## config.mk

```make
export PLATFORM = sky130hd
export DESIGN_NAME = ptf_formatter
export DESIGN_NICKNAME = d
export VERILOG_FILES = /design/src/verilog/ptf_pkg.sv /design/src/verilog/ptf_formatter.sv
export VERILOG_INCLUDE_DIRS = /design/src /design/src/verilog
export SDC_FILE = /design/constraint.sdc
export NUM_CORES = 2
export LEC_CHECK = 0
export BUFFER_PORTS_ARGS = -buffer_cell sky130_fd_sc_hd__buf_4
export CAP_MARGIN = 10
export CORE_MARGIN = 2
export CORE_UTILIZATION = 51
export DETAILED_ROUTE_END_ITERATION = 10
export PLACE_DENSITY = 0.66
export SYNTH_ARGS = -nofsm -noshare
export SYNTH_HDL_FRONTEND = slang
export SYNTH_SLANG_ARGS = --single-unit
```

## constraint.sdc

```tcl
create_clock -name CLK_I -period 5.7 [get_ports CLK_I]
set_clock_uncertainty 0.15 [all_clocks]
set_input_delay 0.285 -clock CLK_I [delete_from_list [all_inputs] [get_ports CLK_I]]
set_output_delay 0.285 -clock CLK_I [all_outputs]
set_load 0.03 [all_outputs]
```

## src/verilog/ptf_params.svh

```systemverilog
// Register offsets, field positions, reset values and timing counts of the timeslot formatter
`ifndef PTF_PARAMS_SVH
`define PTF_PARAMS_SVH
// ****************************************************************
// Register offsets
// ****************************************************************
`define PTF_ADDR_TX_LEVEL     8'h05
`define PTF_ADDR_TX_RST_CMD   8'h0d
`define PTF_ADDR_CH_STRIDE    8'h40
`define PTF_ADDR_RX_BIT_LO    8'hc3
`define PTF_ADDR_RX_BIT_HI    8'hc4
`define PTF_ADDR_RX_FRAME     8'hc5
`define PTF_ADDR_MF_LEN       8'hc6
`define PTF_ADDR_MF_PER       8'hc7
`define PTF_ADDR_FRAME_LO     8'hc8
`define PTF_ADDR_FRAME_HI     8'hc9
`define PTF_ADDR_HDSL_FRAME_LENGTH   8'hca
`define PTF_ADDR_RX_LEVEL     8'hcd
`define PTF_ADDR_TBL_INDEX    8'hdf
`define PTF_ADDR_CMD_EDGE     8'he6
`define PTF_ADDR_CMD_PATTERN  8'he7
`define PTF_ADDR_CMD_MASTER   8'he9
`define PTF_ADDR_FILL         8'hea
`define PTF_ADDR_TX_ROUTE_TABLE    8'hed
`define PTF_ADDR_RX_COMBINE_TABLE  8'hee
`define PTF_ADDR_CMD_SCOPE    8'hf3
// ****************************************************************
// Field positions
// ****************************************************************
`define PTF_ROUTE_DEST_LSB    0
`define PTF_ROUTE_SRC_LSB     3
`define PTF_COMB_CH_LSB       0
`define PTF_COMB_DROP_BIT     7
`define PTF_EDGE_RX_BIT       0
`define PTF_EDGE_ASYNC_BIT    1
`define PTF_SCOPE_WHOLE_BIT   0
// ****************************************************************
// Reset values and timing counts
// ****************************************************************
`define PTF_RST_FRAME_LEN     9'h100
`define PTF_RST_MF_LEN        8'h10
`define PTF_RST_MF_PER        8'h01
`define PTF_RST_BYTE          8'h00
`define PTF_RST_LFSR          23'h7fffff
`define PTF_MULTIFRAME_SYNC_OUT_LEAD        9'h002
`define PTF_QRSS_ZERO_LIMIT   4'he
`endif

```

## src/verilog/ptf_pkg.sv

```systemverilog
// Types shared by the timeslot formatter
`default_nettype none
package ptf_pkg;
	typedef enum logic [1:0] {
		PTF_SRC_SERIAL   = 2'h0,
		PTF_SRC_INSERT   = 2'h1,
		PTF_SRC_PATTERN  = 2'h2,
		PTF_SRC_PREVIOUS = 2'h3
	} ptf_src_t;
	typedef enum logic [2:0] {
		PTF_PAT_OFF   = 3'h0,
		PTF_PAT_P4    = 3'h1,
		PTF_PAT_P15   = 3'h2,
		PTF_PAT_P23   = 3'h3,
		PTF_PAT_QRSS  = 3'h4,
		PTF_PAT_FIXED = 3'h5
	} ptf_pat_t;
	typedef enum logic [2:0] {
		PTF_AL_WAIT  = 3'h1,
		PTF_AL_DELAY = 3'h2,
		PTF_AL_RUN   = 3'h4
	} ptf_align_t;
endpackage : ptf_pkg
`default_nettype wire

```

## src/verilog/ptf_formatter.sv

```systemverilog
// PCM timeslot formatter: transmit routing, test patterns, buffer alignment and receive timing
`timescale 1ns/100ps
`default_nettype none
`include "ptf_params.svh"
// Operation
// - No framing search on transmit data; mapping follows external alignment to sync.
// - Synchronous mapping puts first PCM frame into first payload block, aligned starts.
// - Unaligned data is carried as one whole serial stream, ignoring timeslots.
// - One route entry per timeslot selects none, one, two or three channels.
// - Route entry selects serial input, insert input, pattern or previous timeslot.
// - Insert marker is high during sampling of timeslots sourced from insert input.
// - Insert data passes the previous-timeslot buffer, routed by the following entry.
// - Per-timeslot pattern advances only in enabled slots; whole channel may be replaced.
// - Patterns: 2^4-1, 2^15-1, 2^23-1, 14-zero limited 2^20-1, fixed byte.
// - The 2^15-1 sequence is sent inverted.
// - No automatic error injection into the test pattern.
// - No per-timeslot tri-state; drop and insert markers flag selected timeslots.
// - Period sync divides multiframe sync; channel frame start follows by water level.
// - Water level sets offset only on buffer reset command or stuffing error.
// - Receive bit 0 frame 0 placed relative to master channel receive frame.
// - Receive period sync is master frame sync delayed by receive water level.
// - Receive multiframe sync marks programmed bit and frame, data alignment unchanged.
// - Receive timing always from master channel sync, never from data search.
// - Edge select setting adds one clock of delay to receive serial data, drop marker and multiframe sync; all launch on the rising edge.
// - Multiframe sync leads sampling of bit 0 frame 0 by two clocks.
module ptf_formatter #(
	parameter int NUM_CH = 3,
	parameter int NUM_TS = 64
) (
	// Clock and reset
	input  wire logic              CLK_I,
	input  wire logic              RST_N_I,
	// Processor port, multiplexed address and data
	input  wire logic [7:0]        CPU_AD_I,
	output logic      [7:0]        CPU_AD_O,
	output logic                   CPU_AD_OE_O,
	input  wire logic              CPU_ALE_I,
	input  wire logic              CPU_CS_N_I,
	input  wire logic              CPU_RD_N_I,
	input  wire logic              CPU_WR_N_I,
	input  wire logic              CPU_BUS_SEL_I,
	// Transmit PCM side
	input  wire logic              TX_SERIAL_IN_I,
	input  wire logic              INSERT_DATA_IN_I,
	output logic                   MULTIFRAME_SYNC_OUT_O,
	output logic                   INSERT_MARK_O,
	// Transmit channel side
	output logic [NUM_CH-1:0]      TX_CH_DATA_O,
	output logic [NUM_CH-1:0]      TX_CH_VALID_O,
	output logic                   TX_PERIOD_SYNC_O,
	output logic [NUM_CH-1:0]      TX_CH_FRAME_START_O,
	input  wire logic [NUM_CH-1:0] TX_STUFF_ERR_I,
	// Receive channel side
	input  wire logic [NUM_CH-1:0] HDSL_RX_SYNC_REF_I,
	input  wire logic [NUM_CH-1:0] RX_CH_DATA_I,
	output logic [NUM_CH-1:0]      RX_CH_TAKE_O,
	// Receive PCM side
	output logic                   RX_SERIAL_OUT_O,
	output logic                   RX_MULTIFRAME_SYNC_OUT_O,
	output logic                   DROP_MARK_O,
	output logic                   RX_PERIOD_SYNC_O
);
	// ****************************************************************
	// Processor port
	// ****************************************************************
	logic [7:0] addr_q, addr_d, wdat_q, wdat_d, rdat_q, rdat_d;
	logic       ale_q, wr_act_q;
	logic       rd_act, wr_act, wr_pulse;
	logic [7:0] tx_level_q [NUM_CH];
	logic [7:0] rx_bit_lo_q, rx_bit_hi_q, rx_frm_off_q, mf_len_q, mf_per_q, hframe_q, rx_level_q;
	logic [7:0] edge_q, pat_q, master_q, fill_q, scope_q, frame_hi_q, frame_lo_q;
	logic [5:0] tbl_idx_q;
	logic [7:0] tx_route_table [NUM_TS];
	logic [7:0] comb_tbl [NUM_TS];
	logic [NUM_CH-1:0] rst_cmd;
	assign rd_act = !CPU_CS_N_I && !CPU_RD_N_I && (!CPU_BUS_SEL_I || CPU_WR_N_I);
	assign wr_act = CPU_BUS_SEL_I ? (!CPU_CS_N_I && !CPU_RD_N_I && !CPU_WR_N_I) : (!CPU_CS_N_I && !CPU_WR_N_I);
	assign wr_pulse = wr_act_q && !wr_act;
	assign CPU_AD_OE_O = rd_act;
	assign CPU_AD_O = rdat_q;
	always_comb
	begin
		addr_d = (ale_q && !CPU_ALE_I) ? CPU_AD_I : addr_q;
		wdat_d = wr_act ? CPU_AD_I : wdat_q;
		rdat_d = 8'h00;
		for (int c = 0; c < NUM_CH; c++)
		begin
			if (addr_q == `PTF_ADDR_TX_LEVEL + 8'(c) * `PTF_ADDR_CH_STRIDE)
				rdat_d = tx_level_q[c];
			rst_cmd[c] = wr_pulse && (addr_q == `PTF_ADDR_TX_RST_CMD + 8'(c) * `PTF_ADDR_CH_STRIDE);
		end
		case (addr_q)
			`PTF_ADDR_RX_BIT_LO:    rdat_d = rx_bit_lo_q;
			`PTF_ADDR_RX_BIT_HI:    rdat_d = rx_bit_hi_q;
			`PTF_ADDR_RX_FRAME:     rdat_d = rx_frm_off_q;
			`PTF_ADDR_MF_LEN:       rdat_d = mf_len_q;
			`PTF_ADDR_MF_PER:       rdat_d = mf_per_q;
			`PTF_ADDR_FRAME_LO:     rdat_d = frame_lo_q;
			`PTF_ADDR_FRAME_HI:     rdat_d = frame_hi_q;
			`PTF_ADDR_HDSL_FRAME_LENGTH:   rdat_d = hframe_q;
			`PTF_ADDR_RX_LEVEL:     rdat_d = rx_level_q;
			`PTF_ADDR_TBL_INDEX:    rdat_d = {2'h0, tbl_idx_q};
			`PTF_ADDR_CMD_EDGE:     rdat_d = edge_q;
			`PTF_ADDR_CMD_PATTERN:  rdat_d = pat_q;
			`PTF_ADDR_CMD_MASTER:   rdat_d = master_q;
			`PTF_ADDR_FILL:         rdat_d = fill_q;
			`PTF_ADDR_TX_ROUTE_TABLE:    rdat_d = tx_route_table[tbl_idx_q];
			`PTF_ADDR_RX_COMBINE_TABLE:  rdat_d = comb_tbl[tbl_idx_q];
			`PTF_ADDR_CMD_SCOPE:    rdat_d = scope_q;
			default:                rdat_d = rdat_d;
		endcase
	end
	always_ff @(posedge CLK_I)
	begin
		ale_q    <= RST_N_I ? CPU_ALE_I : 1'b0;
		wr_act_q <= RST_N_I ? wr_act : 1'b0;
		addr_q   <= RST_N_I ? addr_d : `PTF_RST_BYTE;
		wdat_q   <= RST_N_I ? wdat_d : `PTF_RST_BYTE;
		rdat_q   <= RST_N_I ? rdat_d : `PTF_RST_BYTE;
		if (!RST_N_I)
		begin
			for (int c = 0; c < NUM_CH; c++)
				tx_level_q[c] <= `PTF_RST_BYTE;
			for (int t = 0; t < NUM_TS; t++)
			begin
				tx_route_table[t] <= `PTF_RST_BYTE;
				comb_tbl[t]  <= `PTF_RST_BYTE;
			end
			{rx_bit_lo_q, rx_bit_hi_q, rx_frm_off_q, hframe_q, rx_level_q} <= '0;
			{edge_q, pat_q, master_q, fill_q, scope_q} <= '0;
			frame_lo_q <= 8'(`PTF_RST_FRAME_LEN);
			frame_hi_q <= {7'h00, 1'(`PTF_RST_FRAME_LEN >> 8)};
			mf_len_q   <= `PTF_RST_MF_LEN;
			mf_per_q   <= `PTF_RST_MF_PER;
			tbl_idx_q  <= 6'h00;
		end
		else if (wr_pulse)
		begin
			for (int c = 0; c < NUM_CH; c++)
				if (addr_q == `PTF_ADDR_TX_LEVEL + 8'(c) * `PTF_ADDR_CH_STRIDE)
					tx_level_q[c] <= wdat_q;
			case (addr_q)
				`PTF_ADDR_RX_BIT_LO:    rx_bit_lo_q <= wdat_q;
				`PTF_ADDR_RX_BIT_HI:    rx_bit_hi_q <= wdat_q;
				`PTF_ADDR_RX_FRAME:     rx_frm_off_q <= wdat_q;
				`PTF_ADDR_MF_LEN:       mf_len_q <= wdat_q;
				`PTF_ADDR_MF_PER:       mf_per_q <= wdat_q;
				`PTF_ADDR_FRAME_LO:     frame_lo_q <= wdat_q;
				`PTF_ADDR_FRAME_HI:     frame_hi_q <= {7'h00, wdat_q[0]};
				`PTF_ADDR_HDSL_FRAME_LENGTH:   hframe_q <= wdat_q;
				`PTF_ADDR_RX_LEVEL:     rx_level_q <= wdat_q;
				`PTF_ADDR_TBL_INDEX:    tbl_idx_q <= wdat_q[5:0];
				`PTF_ADDR_CMD_EDGE:     edge_q <= wdat_q;
				`PTF_ADDR_CMD_PATTERN:  pat_q <= wdat_q;
				`PTF_ADDR_CMD_MASTER:   master_q <= wdat_q;
				`PTF_ADDR_FILL:         fill_q <= wdat_q;
				`PTF_ADDR_TX_ROUTE_TABLE:    tx_route_table[tbl_idx_q] <= wdat_q;
				`PTF_ADDR_RX_COMBINE_TABLE:  comb_tbl[tbl_idx_q] <= wdat_q;
				`PTF_ADDR_CMD_SCOPE:    scope_q <= wdat_q;
				default:                tbl_idx_q <= tbl_idx_q;
			endcase
		end
	end
	// ****************************************************************
	// Transmit timebase and routing
	// ****************************************************************
	logic [8:0] frame_len, tx_bit_q, tx_bit_d;
	logic [7:0] tx_frm_q, tx_frm_d, tx_mfc_q, tx_mfc_d, prev_q, prev_d;
	logic       multiframe_sync_out_q, multiframe_sync_out_d, tx_period;
	logic [5:0] ts;
	logic [2:0] bp;
	logic [7:0] entry;
	ptf_pkg::ptf_src_t src;
	logic [NUM_CH-1:0] dest, txd_q, txd_d, txv_q, txv_d;
	logic       async_map, whole, pat_bit, sel_bit, pat_adv;
	assign frame_len = {frame_hi_q[0], frame_lo_q};
	assign async_map = edge_q[`PTF_EDGE_ASYNC_BIT];
	assign whole = scope_q[`PTF_SCOPE_WHOLE_BIT] && (pat_q[2:0] != ptf_pkg::PTF_PAT_OFF);
	assign ts = tx_bit_q[8:3];
	assign bp = tx_bit_q[2:0];
	assign tx_period = (tx_bit_q == 9'h000) && (tx_frm_q == 8'h00) && (tx_mfc_q == 8'h00);
	always_comb
	begin
		tx_bit_d = (tx_bit_q >= frame_len - 9'h001) ? 9'h000 : tx_bit_q + 9'h001;
		tx_frm_d = tx_frm_q;
		tx_mfc_d = tx_mfc_q;
		if (tx_bit_d == 9'h000)
			tx_frm_d = (tx_frm_q >= mf_len_q - 8'h01) ? 8'h00 : tx_frm_q + 8'h01;
		if (tx_bit_d == 9'h000 && tx_frm_d == 8'h00)
			tx_mfc_d = (tx_mfc_q >= mf_per_q - 8'h01) ? 8'h00 : tx_mfc_q + 8'h01;
		multiframe_sync_out_d = (tx_bit_d == frame_len - `PTF_MULTIFRAME_SYNC_OUT_LEAD) && (tx_frm_d == mf_len_q - 8'h01);
		// Free-running timebase; data is never inspected for framing
		entry = async_map ? tx_route_table[0] : tx_route_table[ts];
		src = ptf_pkg::ptf_src_t'(entry[`PTF_ROUTE_SRC_LSB +: 2]);
		if (whole)
			src = ptf_pkg::PTF_SRC_PATTERN;
		else if (async_map)
			src = ptf_pkg::PTF_SRC_SERIAL;
		dest = entry[`PTF_ROUTE_DEST_LSB +: NUM_CH];
		if (src == ptf_pkg::PTF_SRC_INSERT)
			dest = '0;
		case (src)
			ptf_pkg::PTF_SRC_SERIAL:   sel_bit = TX_SERIAL_IN_I;
			ptf_pkg::PTF_SRC_INSERT:   sel_bit = INSERT_DATA_IN_I;
			ptf_pkg::PTF_SRC_PATTERN:  sel_bit = pat_bit;
			ptf_pkg::PTF_SRC_PREVIOUS: sel_bit = prev_q[bp];
			default:                   sel_bit = TX_SERIAL_IN_I;
		endcase
		prev_d = prev_q;
		prev_d[bp] = sel_bit;
		pat_adv = (src == ptf_pkg::PTF_SRC_PATTERN);
		txd_d = {NUM_CH{sel_bit}};
		txv_d = dest;
	end
	assign INSERT_MARK_O = (src == ptf_pkg::PTF_SRC_INSERT);
	assign MULTIFRAME_SYNC_OUT_O = multiframe_sync_out_q;
	assign TX_CH_DATA_O = txd_q;
	assign TX_CH_VALID_O = txv_q;
	assign TX_PERIOD_SYNC_O = tx_period;
	always_ff @(posedge CLK_I)
	begin
		tx_bit_q <= RST_N_I ? tx_bit_d : 9'h000;
		tx_frm_q <= RST_N_I ? tx_frm_d : 8'h00;
		tx_mfc_q <= RST_N_I ? tx_mfc_d : 8'h00;
		multiframe_sync_out_q  <= RST_N_I ? multiframe_sync_out_d : 1'b0;
		prev_q   <= RST_N_I ? prev_d : 8'h00;
		txd_q    <= RST_N_I ? txd_d : '0;
		txv_q    <= RST_N_I ? txv_d : '0;
	end
	// ****************************************************************
	// Test pattern generator
	// ****************************************************************
	logic [22:0] lfsr_q, lfsr_d;
	logic [3:0]  zcnt_q, zcnt_d;
	logic [2:0]  fix_q, fix_d;
	logic        fb;
	ptf_pkg::ptf_pat_t pmode;
	assign pmode = ptf_pkg::ptf_pat_t'(pat_q[2:0]);
	always_comb
	begin
		case (pmode)
			ptf_pkg::PTF_PAT_P4:    begin fb = lfsr_q[3] ^ lfsr_q[2];   pat_bit = lfsr_q[3];  end
			ptf_pkg::PTF_PAT_P15:   begin fb = lfsr_q[14] ^ lfsr_q[13]; pat_bit = !lfsr_q[14]; end
			ptf_pkg::PTF_PAT_P23:   begin fb = lfsr_q[22] ^ lfsr_q[17]; pat_bit = lfsr_q[22]; end
			ptf_pkg::PTF_PAT_QRSS:  begin fb = lfsr_q[19] ^ lfsr_q[16];
				pat_bit = (zcnt_q >= `PTF_QRSS_ZERO_LIMIT) || lfsr_q[19]; end
			ptf_pkg::PTF_PAT_FIXED: begin fb = 1'b0; pat_bit = fill_q[3'h7 - fix_q]; end
			default:                begin fb = 1'b0; pat_bit = 1'b0; end
		endcase
		// Pattern leaves unaltered; no error insertion path exists
		lfsr_d = lfsr_q;
		zcnt_d = zcnt_q;
		fix_d  = fix_q;
		if (pat_adv)
		begin
			lfsr_d = {lfsr_q[21:0], fb | (lfsr_q == 23'h000000)};
			zcnt_d = pat_bit ? 4'h0 : zcnt_q + 4'h1;
			fix_d  = fix_q + 3'h1;
		end
	end
	always_ff @(posedge CLK_I)
	begin
		lfsr_q <= RST_N_I ? lfsr_d : `PTF_RST_LFSR;
		zcnt_q <= RST_N_I ? zcnt_d : 4'h0;
		fix_q  <= RST_N_I ? fix_d : 3'h0;
	end
	// ****************************************************************
	// Transmit buffer alignment per channel
	// ****************************************************************
	ptf_pkg::ptf_align_t al_q [NUM_CH];
	ptf_pkg::ptf_align_t al_d [NUM_CH];
	logic [7:0] lat_q [NUM_CH];
	logic [7:0] lat_d [NUM_CH];
	logic [7:0] dly_q [NUM_CH];
	logic [7:0] dly_d [NUM_CH];
	logic [NUM_CH-1:0] fs;
	always_comb
	begin
		for (int c = 0; c < NUM_CH; c++)
		begin
			al_d[c]  = al_q[c];
			lat_d[c] = lat_q[c];
			dly_d[c] = dly_q[c];
			fs[c]    = 1'b0;
			if (rst_cmd[c] || TX_STUFF_ERR_I[c])
				lat_d[c] = tx_level_q[c];
			case (al_q[c])
				ptf_pkg::PTF_AL_WAIT: if (rst_cmd[c] || TX_STUFF_ERR_I[c]) al_d[c] = ptf_pkg::PTF_AL_RUN;
				ptf_pkg::PTF_AL_RUN:
					if (tx_period)
					begin
						fs[c] = (lat_q[c] == 8'h00);
						al_d[c] = fs[c] ? ptf_pkg::PTF_AL_RUN : ptf_pkg::PTF_AL_DELAY;
						dly_d[c] = lat_q[c] - 8'h01;
					end
				ptf_pkg::PTF_AL_DELAY:
				begin
					dly_d[c] = dly_q[c] - 8'h01;
					if (dly_q[c] == 8'h00)
					begin
						fs[c] = 1'b1;
						al_d[c] = ptf_pkg::PTF_AL_RUN;
					end
				end
				default: al_d[c] = ptf_pkg::PTF_AL_WAIT;
			endcase
		end
	end
	assign TX_CH_FRAME_START_O = fs;
	always_ff @(posedge CLK_I)
	begin
		for (int c = 0; c < NUM_CH; c++)
		begin
			al_q[c]  <= RST_N_I ? al_d[c] : ptf_pkg::PTF_AL_WAIT;
			lat_q[c] <= RST_N_I ? lat_d[c] : 8'h00;
			dly_q[c] <= RST_N_I ? dly_d[c] : 8'h00;
		end
	end
	// ****************************************************************
	// Receive timebase
	// ****************************************************************
	logic [8:0] rx_bit_q, rx_bit_d;
	logic [7:0] rx_frm_q, rx_frm_d, rdly_q, rdly_d, comb;
	logic       rarm_q, rarm_d, master_sync, rx6, rsel;
	logic       rs1_q, rs2_q, dr1_q, dr2_q, rm1_q, rm2_q, rs_d, rm_d;
	logic [1:0] cidx;
	assign master_sync = HDSL_RX_SYNC_REF_I[master_q[1:0]];
	assign rx6 = (master_sync && rx_level_q == 8'h00) || (rarm_q && rdly_q == 8'h00);
	assign comb = comb_tbl[rx_bit_q[8:3]];
	assign cidx = comb[`PTF_COMB_CH_LSB +: 2];
	assign rsel = edge_q[`PTF_EDGE_RX_BIT];
	always_comb
	begin
		rarm_d = rarm_q && !rx6;
		rdly_d = rdly_q - 8'h01;
		if (master_sync && rx_level_q != 8'h00)
		begin
			rarm_d = 1'b1;
			rdly_d = rx_level_q - 8'h01;
		end
		rx_bit_d = (rx_bit_q >= frame_len - 9'h001) ? 9'h000 : rx_bit_q + 9'h001;
		rx_frm_d = rx_frm_q;
		if (rx_bit_d == 9'h000)
			rx_frm_d = (rx_frm_q >= mf_len_q - 8'h01) ? 8'h00 : rx_frm_q + 8'h01;
		if (rx6)
		begin
			rx_bit_d = 9'h000;
			rx_frm_d = 8'h00;
		end
		RX_CH_TAKE_O = '0;
		rs_d = 1'b1;
		if (cidx != 2'h0 && 32'(cidx) <= NUM_CH)
		begin
			RX_CH_TAKE_O[cidx - 2'h1] = 1'b1;
			rs_d = RX_CH_DATA_I[cidx - 2'h1];
		end
		rm_d = ({7'h00, rx_bit_q} == {rx_bit_hi_q, rx_bit_lo_q}) && (rx_frm_q == rx_frm_off_q);
	end
	assign RX_PERIOD_SYNC_O = rx6;
	assign RX_SERIAL_OUT_O = rsel ? rs2_q : rs1_q;
	assign DROP_MARK_O = rsel ? dr2_q : dr1_q;
	assign RX_MULTIFRAME_SYNC_OUT_O = rsel ? rm2_q : rm1_q;
	always_ff @(posedge CLK_I)
	begin
		rarm_q   <= RST_N_I ? rarm_d : 1'b0;
		rdly_q   <= RST_N_I ? rdly_d : 8'h00;
		rx_bit_q <= RST_N_I ? rx_bit_d : 9'h000;
		rx_frm_q <= RST_N_I ? rx_frm_d : 8'h00;
		rs1_q    <= RST_N_I ? rs_d : 1'b1;
		dr1_q    <= RST_N_I ? comb[`PTF_COMB_DROP_BIT] : 1'b0;
		rm1_q    <= RST_N_I ? rm_d : 1'b0;
		rs2_q    <= RST_N_I ? rs1_q : 1'b1;
		dr2_q    <= RST_N_I ? dr1_q : 1'b0;
		rm2_q    <= RST_N_I ? rm1_q : 1'b0;
	end
endmodule : ptf_formatter
`default_nettype wire

```

# Yosys cells after proc, flatten, opt, wreduce, memory -nomap -nowiden
# Memories as Yosys holds them, arrays and structs flattened. A register that Yosys moved wholly into a read port is not among the register bits.
# Index checks and enable logic that the tools add are counted.
# Widths: inputs -> output; s select.
# totals
regBits	237
ram_bits	1105
output_inout_bits	28
elab_cells	321
n_memories	6
# memory_table
memory	depth	width	rd	rd_ports_with_merged_regs	write_ports	line_no	rtl
comb_tbl	64	8	2	2	64	ptf_formatter.sv:74	logic [7:0] comb_tbl [NUM_TS];
tx_route_table	64	8	3	2	64	ptf_formatter.sv:73	logic [7:0] tx_route_table [NUM_TS];
dly_q	3	8	3	0	3	ptf_formatter.sv:274	logic [7:0] dly_q [NUM_CH];
lat_q	3	8	3	0	3	ptf_formatter.sv:272	logic [7:0] lat_q [NUM_CH];
tx_level_q	3	8	3	0	3	ptf_formatter.sv:69	logic [7:0] tx_level_q [NUM_CH];
al_q	3	3	3	0	3	ptf_formatter.sv:270	ptf_pkg::ptf_align_t al_q [NUM_CH];
# op_classes
add_sub_neg	21
order_cmp	12
eq_ne	44
mux	115
bitwise	9
reduce_logical	74
# op_table
op	n
$mux 8	25
$eq 8x8->1 const B	19
$pmux 8 s17	1
$logic_not 8->1	11
$sub 8x1->8 const B	10
$mux 3	16
$mux 6	8
$pmux 8 s2	3
$mux 1	40
$reduce_and 2->1	16
$logic_not 9->1	3
$pmux 3 s3	3
$add 8x1->8 const B	3
$ge 8x8->1	3
$logic_not 23->1	1
$logic_and 1x1->1	21
$add 9x1->9 const B	2
$ge 9x9->1	2
$mux 9	2
$eq 8x7->1 const B	2
$eq 8x8->1	2
$eq 9x16->1	1
$reduce_or 8->1	2
$eq 3x2->1 const B	5
other kinds (39)	74

# Longest topological paths before layout
# logic_depth
word_depth	11
depth_mapped	15
depth_no_buf	15

# Least setup slack after synthesis
# No wires, ideal clock.
# synth_path
kind	register -> register
start	register frame_lo_q[0]
end	register multiframe_sync_out_q, in the netlist MULTIFRAME_SYNC_OUT_O
setup_time_ns	0.088
t_arrival_ns	4.110
required_time_ns	5.462
path_slack_ns	1.352
path_stages_with_launch	14
period_less_slack_ns	4.348
path_cell_list	dfxtp_1 -> inv_1 -> ha_1 -> nor3b_1 -> xnor2_1 -> ha_1 -> and3_1 -> o311ai_0 -> a21boi_2 -> o41ai_1 -> o211ai_1 -> or4_1 -> or4_1 -> nor4_2
# synth_between
elab_chain_cells	7
# synth_rtl
element	line_no	rtl
from (decl)	ptf_formatter.sv:71	logic [7:0] edge_q, pat_q, master_q, fill_q, scope_q, frame_hi_q, frame_lo_q;
from (signal assigned)	ptf_formatter.sv:131	frame_lo_q <= 8'(`PTF_RST_FRAME_LEN);
from (signal assigned)	ptf_formatter.sv:148	`PTF_ADDR_FRAME_LO: frame_lo_q <= wdat_q;
$sub 9x1->9	ptf_formatter.sv:184	tx_bit_d = (tx_bit_q >= frame_len - 9'h001) ? 9'h000 : tx_bit_q + 9'h001;
$ge 9x9->1	ptf_formatter.sv:184	
$mux 9	ptf_formatter.sv:184	
$logic_not 9->1	ptf_formatter.sv:187	if (tx_bit_d == 9'h000)
$mux 8	ptf_formatter.sv:187	
$eq 8x8->1	ptf_formatter.sv:191	multiframe_sync_out_d = (tx_bit_d == frame_len - `PTF_MULTIFRAME_SYNC_OUT_LEAD) && (tx_frm_d == mf_len_q - 8'h ...
$logic_and 1x1->1 *	ptf_formatter.sv:191	
to (signal assigned)	ptf_formatter.sv:225	multiframe_sync_out_q <= RST_N_I ? multiframe_sync_out_d : 1'b0;
to (decl)	ptf_formatter.sv:169	logic multiframe_sync_out_q, multiframe_sync_out_d, tx_period;
# Mark *: on every way between the ends. The rest lies on a longest branch, timed or not.
# A chain may end at the register's enable or synchronous reset.

# Final worst setup path
# Same ends and word-level chain as after synthesis.

==> impl_metrics.prom <==
# TYPE chip_impl_metric gauge
chip_impl_info{name="outcome",value="finished clean"} 1
chip_impl_metric{name="start_util",unit=""} 0.5121
chip_impl_metric{name="relSlewSlack",unit=""} 0.1711
chip_impl_info{name="crit_type",value="reg -> reg"} 1
chip_impl_metric{name="ctsLongestPathBuffers",unit=""} 3
chip_impl_metric{name="total_of_max_cap_violations",unit=""} 0
chip_impl_metric{name="synth_enable_flop_cells",unit=""} 1048
chip_impl_metric{name="finalWirelength",unit="µm"} 192600
chip_impl_metric{name="route.detailed.wl_per_inst",unit="µm"} 27.07
chip_impl_metric{name="finalSetupTns",unit="ps"} 0
chip_impl_metric{name="fp.dieH",unit="µm"} 369.4
chip_impl_metric{name="power.static_leakage",unit="µW"} 0.02513
chip_impl_metric{name="path_clk_slew",unit="ps"} 70
chip_impl_metric{name="gpl.final_weighted_congestion",unit=""} 0.9295
chip_impl_metric{name="antenna_left",unit=""} 0
chip_impl_metric{name="final_number_of_setup_violating_endpoints",unit=""} 0
chip_impl_metric{name="floorplan.die_area",unit="µm²"} 136500
chip_impl_metric{name="hpwlAfterDp",unit="µm"} 127300
chip_impl_metric{name="netlist.area_leader.share",unit=""} 0.4622
chip_impl_metric{name="finalHoldWorstSlack",unit="ps"} 85.33
chip_impl_metric{name="dpl_cell_area",unit="µm²"} 70710
chip_impl_metric{name="p_total",unit="µW"} 21580
chip_impl_metric{name="grt_first_pass_wirelength",unit="µm"} 286300
chip_impl_metric{name="nNetsFinal",unit=""} 5309
chip_impl_metric{name="ir_drop",unit="mV"} 0.2905
chip_impl_metric{name="synthesis.nets",unit=""} 5318
chip_impl_info{name="worstHoldPathType",value="in -> reg"} 1
chip_impl_metric{name="max_freq",unit="MHz"} 204.4
chip_impl_metric{name="final_cell_count_no_fill",unit=""} 7115
chip_impl_metric{name="share_of_post_route_cells_with_drive_strength_above_1",unit=""} 0.1881
chip_impl_metric{name="worst-slew-pin-transition",unit="ps"} 1241
chip_impl_metric{name="flip_flop_and_latch_count_after_synthesis",unit=""} 1348
chip_impl_metric{name="pin_count",unit=""} 54
chip_impl_metric{name="synth_warnings",unit=""} 0
chip_impl_metric{name="drc_errors",unit=""} 0
chip_impl_metric{name="synthCells",unit=""} 5236
chip_impl_info{name="synth.top_cells.by_area",value="sky130_fd_sc_hd__edfxtp_1, sky130_fd_sc_hd__mux4_2, sky130_fd_sc_hd__and2_1, sky130_fd_sc_hd__dfxtp_1, sky130_fd_sc_hd__nand2_1"} 1
chip_impl_metric{name="fillCellCount",unit=""} 10550
chip_impl_info{name="crit_path_capture_type",value="flop"} 1
chip_impl_metric{name="clock_sinks",unit=""} 1348
chip_impl_metric{name="floorplan.core_area",unit="µm²"} 133000
chip_impl_metric{name="die_width",unit="µm"} 369.4
chip_impl_metric{name="synth_area",unit="µm²"} 68090
chip_impl_info{name="synth_top_cell_by_area",value="sky130_fd_sc_hd__edfxtp_1"} 1
chip_impl_metric{name="htree_num_levels",unit=""} 4
chip_impl_metric{name="ys_async_sr_fraction",unit=""} 0
chip_impl_metric{name="critPathArrivalTime",unit="ps"} 5460
chip_impl_metric{name="port_buffers",unit=""} 53
chip_impl_metric{name="via_count_of_the_first_global_routing_pass",unit=""} 43300
chip_impl_metric{name="dp.cells",unit=""} 6824
chip_impl_metric{name="worstSkewPairLatency",unit="ps"} 800
chip_impl_metric{name="maximum_net_fanout_on_the_critical_path",unit=""} 10
chip_impl_metric{name="antenna_violations_before_repair",unit=""} 7
chip_impl_metric{name="post_cts_resized",unit=""} 0
chip_impl_info{name="cts_tree",value="built"} 1
chip_impl_metric{name="final_min_period_over_clock_period",unit=""} 0.8583
chip_impl_metric{name="timing_hold_violations_final",unit=""} 0
chip_impl_metric{name="gr-total-overflow",unit=""} 0
chip_impl_info{name="ctsRootBufferMaster",value="sky130_fd_sc_hd__clkbuf_16"} 1
chip_impl_info{name="synth-main-ff-cell",value="sky130_fd_sc_hd__edfxtp_1"} 1
chip_impl_info{name="synth.top_cells.by_count",value="sky130_fd_sc_hd__edfxtp_1, sky130_fd_sc_hd__and2_1, sky130_fd_sc_hd__mux4_2"} 1
chip_impl_info{name="timing.critical_path.from_type",value="flop"} 1
chip_impl_metric{name="drtPass1Iterations",unit=""} 8
chip_impl_metric{name="syn-mean-instance-area",unit="µm²"} 13.00
chip_impl_metric{name="stdcell_area",unit="µm²"} 75510
chip_impl_info{name="rsz0062_at_grt",value="no"} 1
chip_impl_info{name="synth_most_common_cell",value="sky130_fd_sc_hd__edfxtp_1"} 1
chip_impl_metric{name="vias_per_cell",unit=""} 6.232
chip_impl_metric{name="dr.first_iter.drc_count",unit=""} 5717
chip_impl_metric{name="route.vias.total",unit=""} 44340
chip_impl_metric{name="layout_min_cycle_time",unit="ps"} 4892
chip_impl_metric{name="cts_setup_buffers",unit=""} 0
chip_impl_metric{name="report.final.slew_viol_count",unit=""} 0
chip_impl_metric{name="cts_inserted_buffers",unit=""} 144
chip_impl_metric{name="grtUsageTotal",unit=""} 0.2835
chip_impl_metric{name="synth.yosys.seq_area_share",unit=""} 0.5504
chip_impl_metric{name="maximum_number_of_pins_on_one_net_before_global_route_repair",unit=""} 91
chip_impl_metric{name="holdBufCountCts",unit=""} 23
chip_impl_metric{name="powerDensity",unit="nW/µm²"} 285.8
chip_impl_metric{name="timing.critical_path.required",unit="ps"} 6260
chip_impl_metric{name="post_synth_num_cell_types",unit=""} 84
chip_impl_metric{name="fp-row-count",unit=""} 134
chip_impl_metric{name="synthToLayoutAreaGrowth",unit="%"} 10.90
==> kinds of logic after synthesis <==
logic type      share of synthesized area
compound gates                    0.05112
xor+xnor                          0.01242
fa+ha+maj                         0.01044
buf+inv                           0.02587
flops                              0.5504
mux                                0.1842
simple gates                       0.1656
==> report_power, final <==
part | internal (µW) | leakage (µW) | switching, µW | total (µW)
sequential | 11000 | 0.0124 | 282 | 11300
clock | 5190 | 0.00223 | 3990 | 9170
combinational | 473 | 0.0105 | 666 | 1140
total | 16600 | 0.0251 | 4930 | 21600
==> critical path, stage by stage, from the launching register on <==
cell	delay (ps)
sky130_fd_sc_hd__dfxtp_1	480
sky130_fd_sc_hd__inv_1	190
sky130_fd_sc_hd__ha_1	290
sky130_fd_sc_hd__xnor2_1	240
sky130_fd_sc_hd__ha_1	290
sky130_fd_sc_hd__a21oi_1	130
sky130_fd_sc_hd__o21ai_0	120
sky130_fd_sc_hd__and3_1	200
sky130_fd_sc_hd__o311ai_0	450
sky130_fd_sc_hd__buf_4	220
sky130_fd_sc_hd__a22o_1	410
sky130_fd_sc_hd__a2111o_1	210
sky130_fd_sc_hd__o211ai_1	80
sky130_fd_sc_hd__or4_1	540
sky130_fd_sc_hd__or4_1	550
sky130_fd_sc_hd__nor4_2	260
==> path summary, 6_finish.rpt <==
kind / start / end / slack, ps / depth (start not counted)
max: frame_lo_q[0]$_SDFFE_PN0P_ / MULTIFRAME_SYNC_OUT_O$_SDFF_PN0_ / 810 / 15
min: CPU_RD_N_I / wdat_q[0]$_SDFFE_PN0P_ / 90 / 4
max reg2reg: frame_lo_q[0]$_SDFFE_PN0P_ / MULTIFRAME_SYNC_OUT_O$_SDFF_PN0_ / 810 / 15
min reg2reg: hframe_q[6]$_SDFFE_PN0P_ / hframe_q[6]$_SDFFE_PN0P_ / 310 / 2
==> layout by cell type (no fill, tap or decap), types with 20 or more instances in the layout <==
cell type / synthesis / layout
sky130_fd_sc_hd__buf_4: 2 / 223
sky130_fd_sc_hd__xnor2_1: 48 / 48
sky130_fd_sc_hd__xor2_1: 46 / 46
sky130_fd_sc_hd__o21ai_0: 190 / 190
sky130_fd_sc_hd__or3_1: 29 / 29
sky130_fd_sc_hd__a21oi_1: 179 / 179
sky130_fd_sc_hd__nand2_1: 349 / 349
sky130_fd_sc_hd__mux2i_1: 110 / 110
sky130_fd_sc_hd__nor3_1: 67 / 66
sky130_fd_sc_hd__nor4_1: 22 / 20
sky130_fd_sc_hd__nor2b_1: 29 / 29
sky130_fd_sc_hd__inv_1: 40 / 40
sky130_fd_sc_hd__dlygate4sd3_1: 0 / 23
sky130_fd_sc_hd__nand3_1: 80 / 78
sky130_fd_sc_hd__clkbuf_1: 329 / 37
sky130_fd_sc_hd__dfxtp_1: 300 / 282
sky130_fd_sc_hd__edfxtp_1: 1048 / 1048
sky130_fd_sc_hd__nor2_1: 345 / 345
sky130_fd_sc_hd__clkinv_2: 0 / 24
sky130_fd_sc_hd__nand2b_1: 21 / 21
sky130_fd_sc_hd__ha_1: 56 / 56
sky130_fd_sc_hd__mux4_2: 505 / 505
sky130_fd_sc_hd__clkbuf_16: 0 / 148
sky130_fd_sc_hd__and2_1: 1044 / 1043
==> per-stage QoR <==
step           worst slack [ps]  utilization
2_1_floorplan              1352            -
3_3_place_gp              880.5       0.5318
3_5_place_dp              942.9       0.5318
4_1_cts                   799.6       0.5678
5_1_grt                   606.9       0.5679
6_report                  808.0       0.5680
==> layer usage <==
layer / wire length (µm) / vias to the layer above / track usage
met5: 37 / - / 0
met4: 5761 / 6 / 0.08893
met3: 16630 / 323 / 0.05122
met1: 78770 / 22570 / 0.3990
met2: 91400 / 2020 / 0.4498
li1: - / 19430 / -
==> registers in the layout, summed over array words and instances (netlist names), 9 cells and up, named ones only <==
signal	cells
al_q	9
comb_tbl	512
dly_q	24
lat_q	24
lfsr_q	23
rx_bit_q	9
tx_bit_q	9
tx_level_q	24
tx_route_table	512
==> final cells by class <==
| type | instances | area [µm²] | area share |
|---|---|---|---|
| Timing Repair Buffer | 259 | 2128 | 0.02818 |
| Multi-Input combinational cell | 3430 | 28910 | 0.3828 |
| Clock buffer | 198 | 4021 | 0.05325 |
| Tap cell | 1768 | 2212 | 0.02929 |
| Antenna cell | 5 | 12.51 | 0.0001657 |
| Inverter | 44 | 170.2 | 0.002253 |
| Clock inverter | 63 | 526.8 | 0.006976 |
| Sequential cell | 1348 | 37540 | 0.4971 |
No activity file was read; power rests on OpenSTA's default activity.
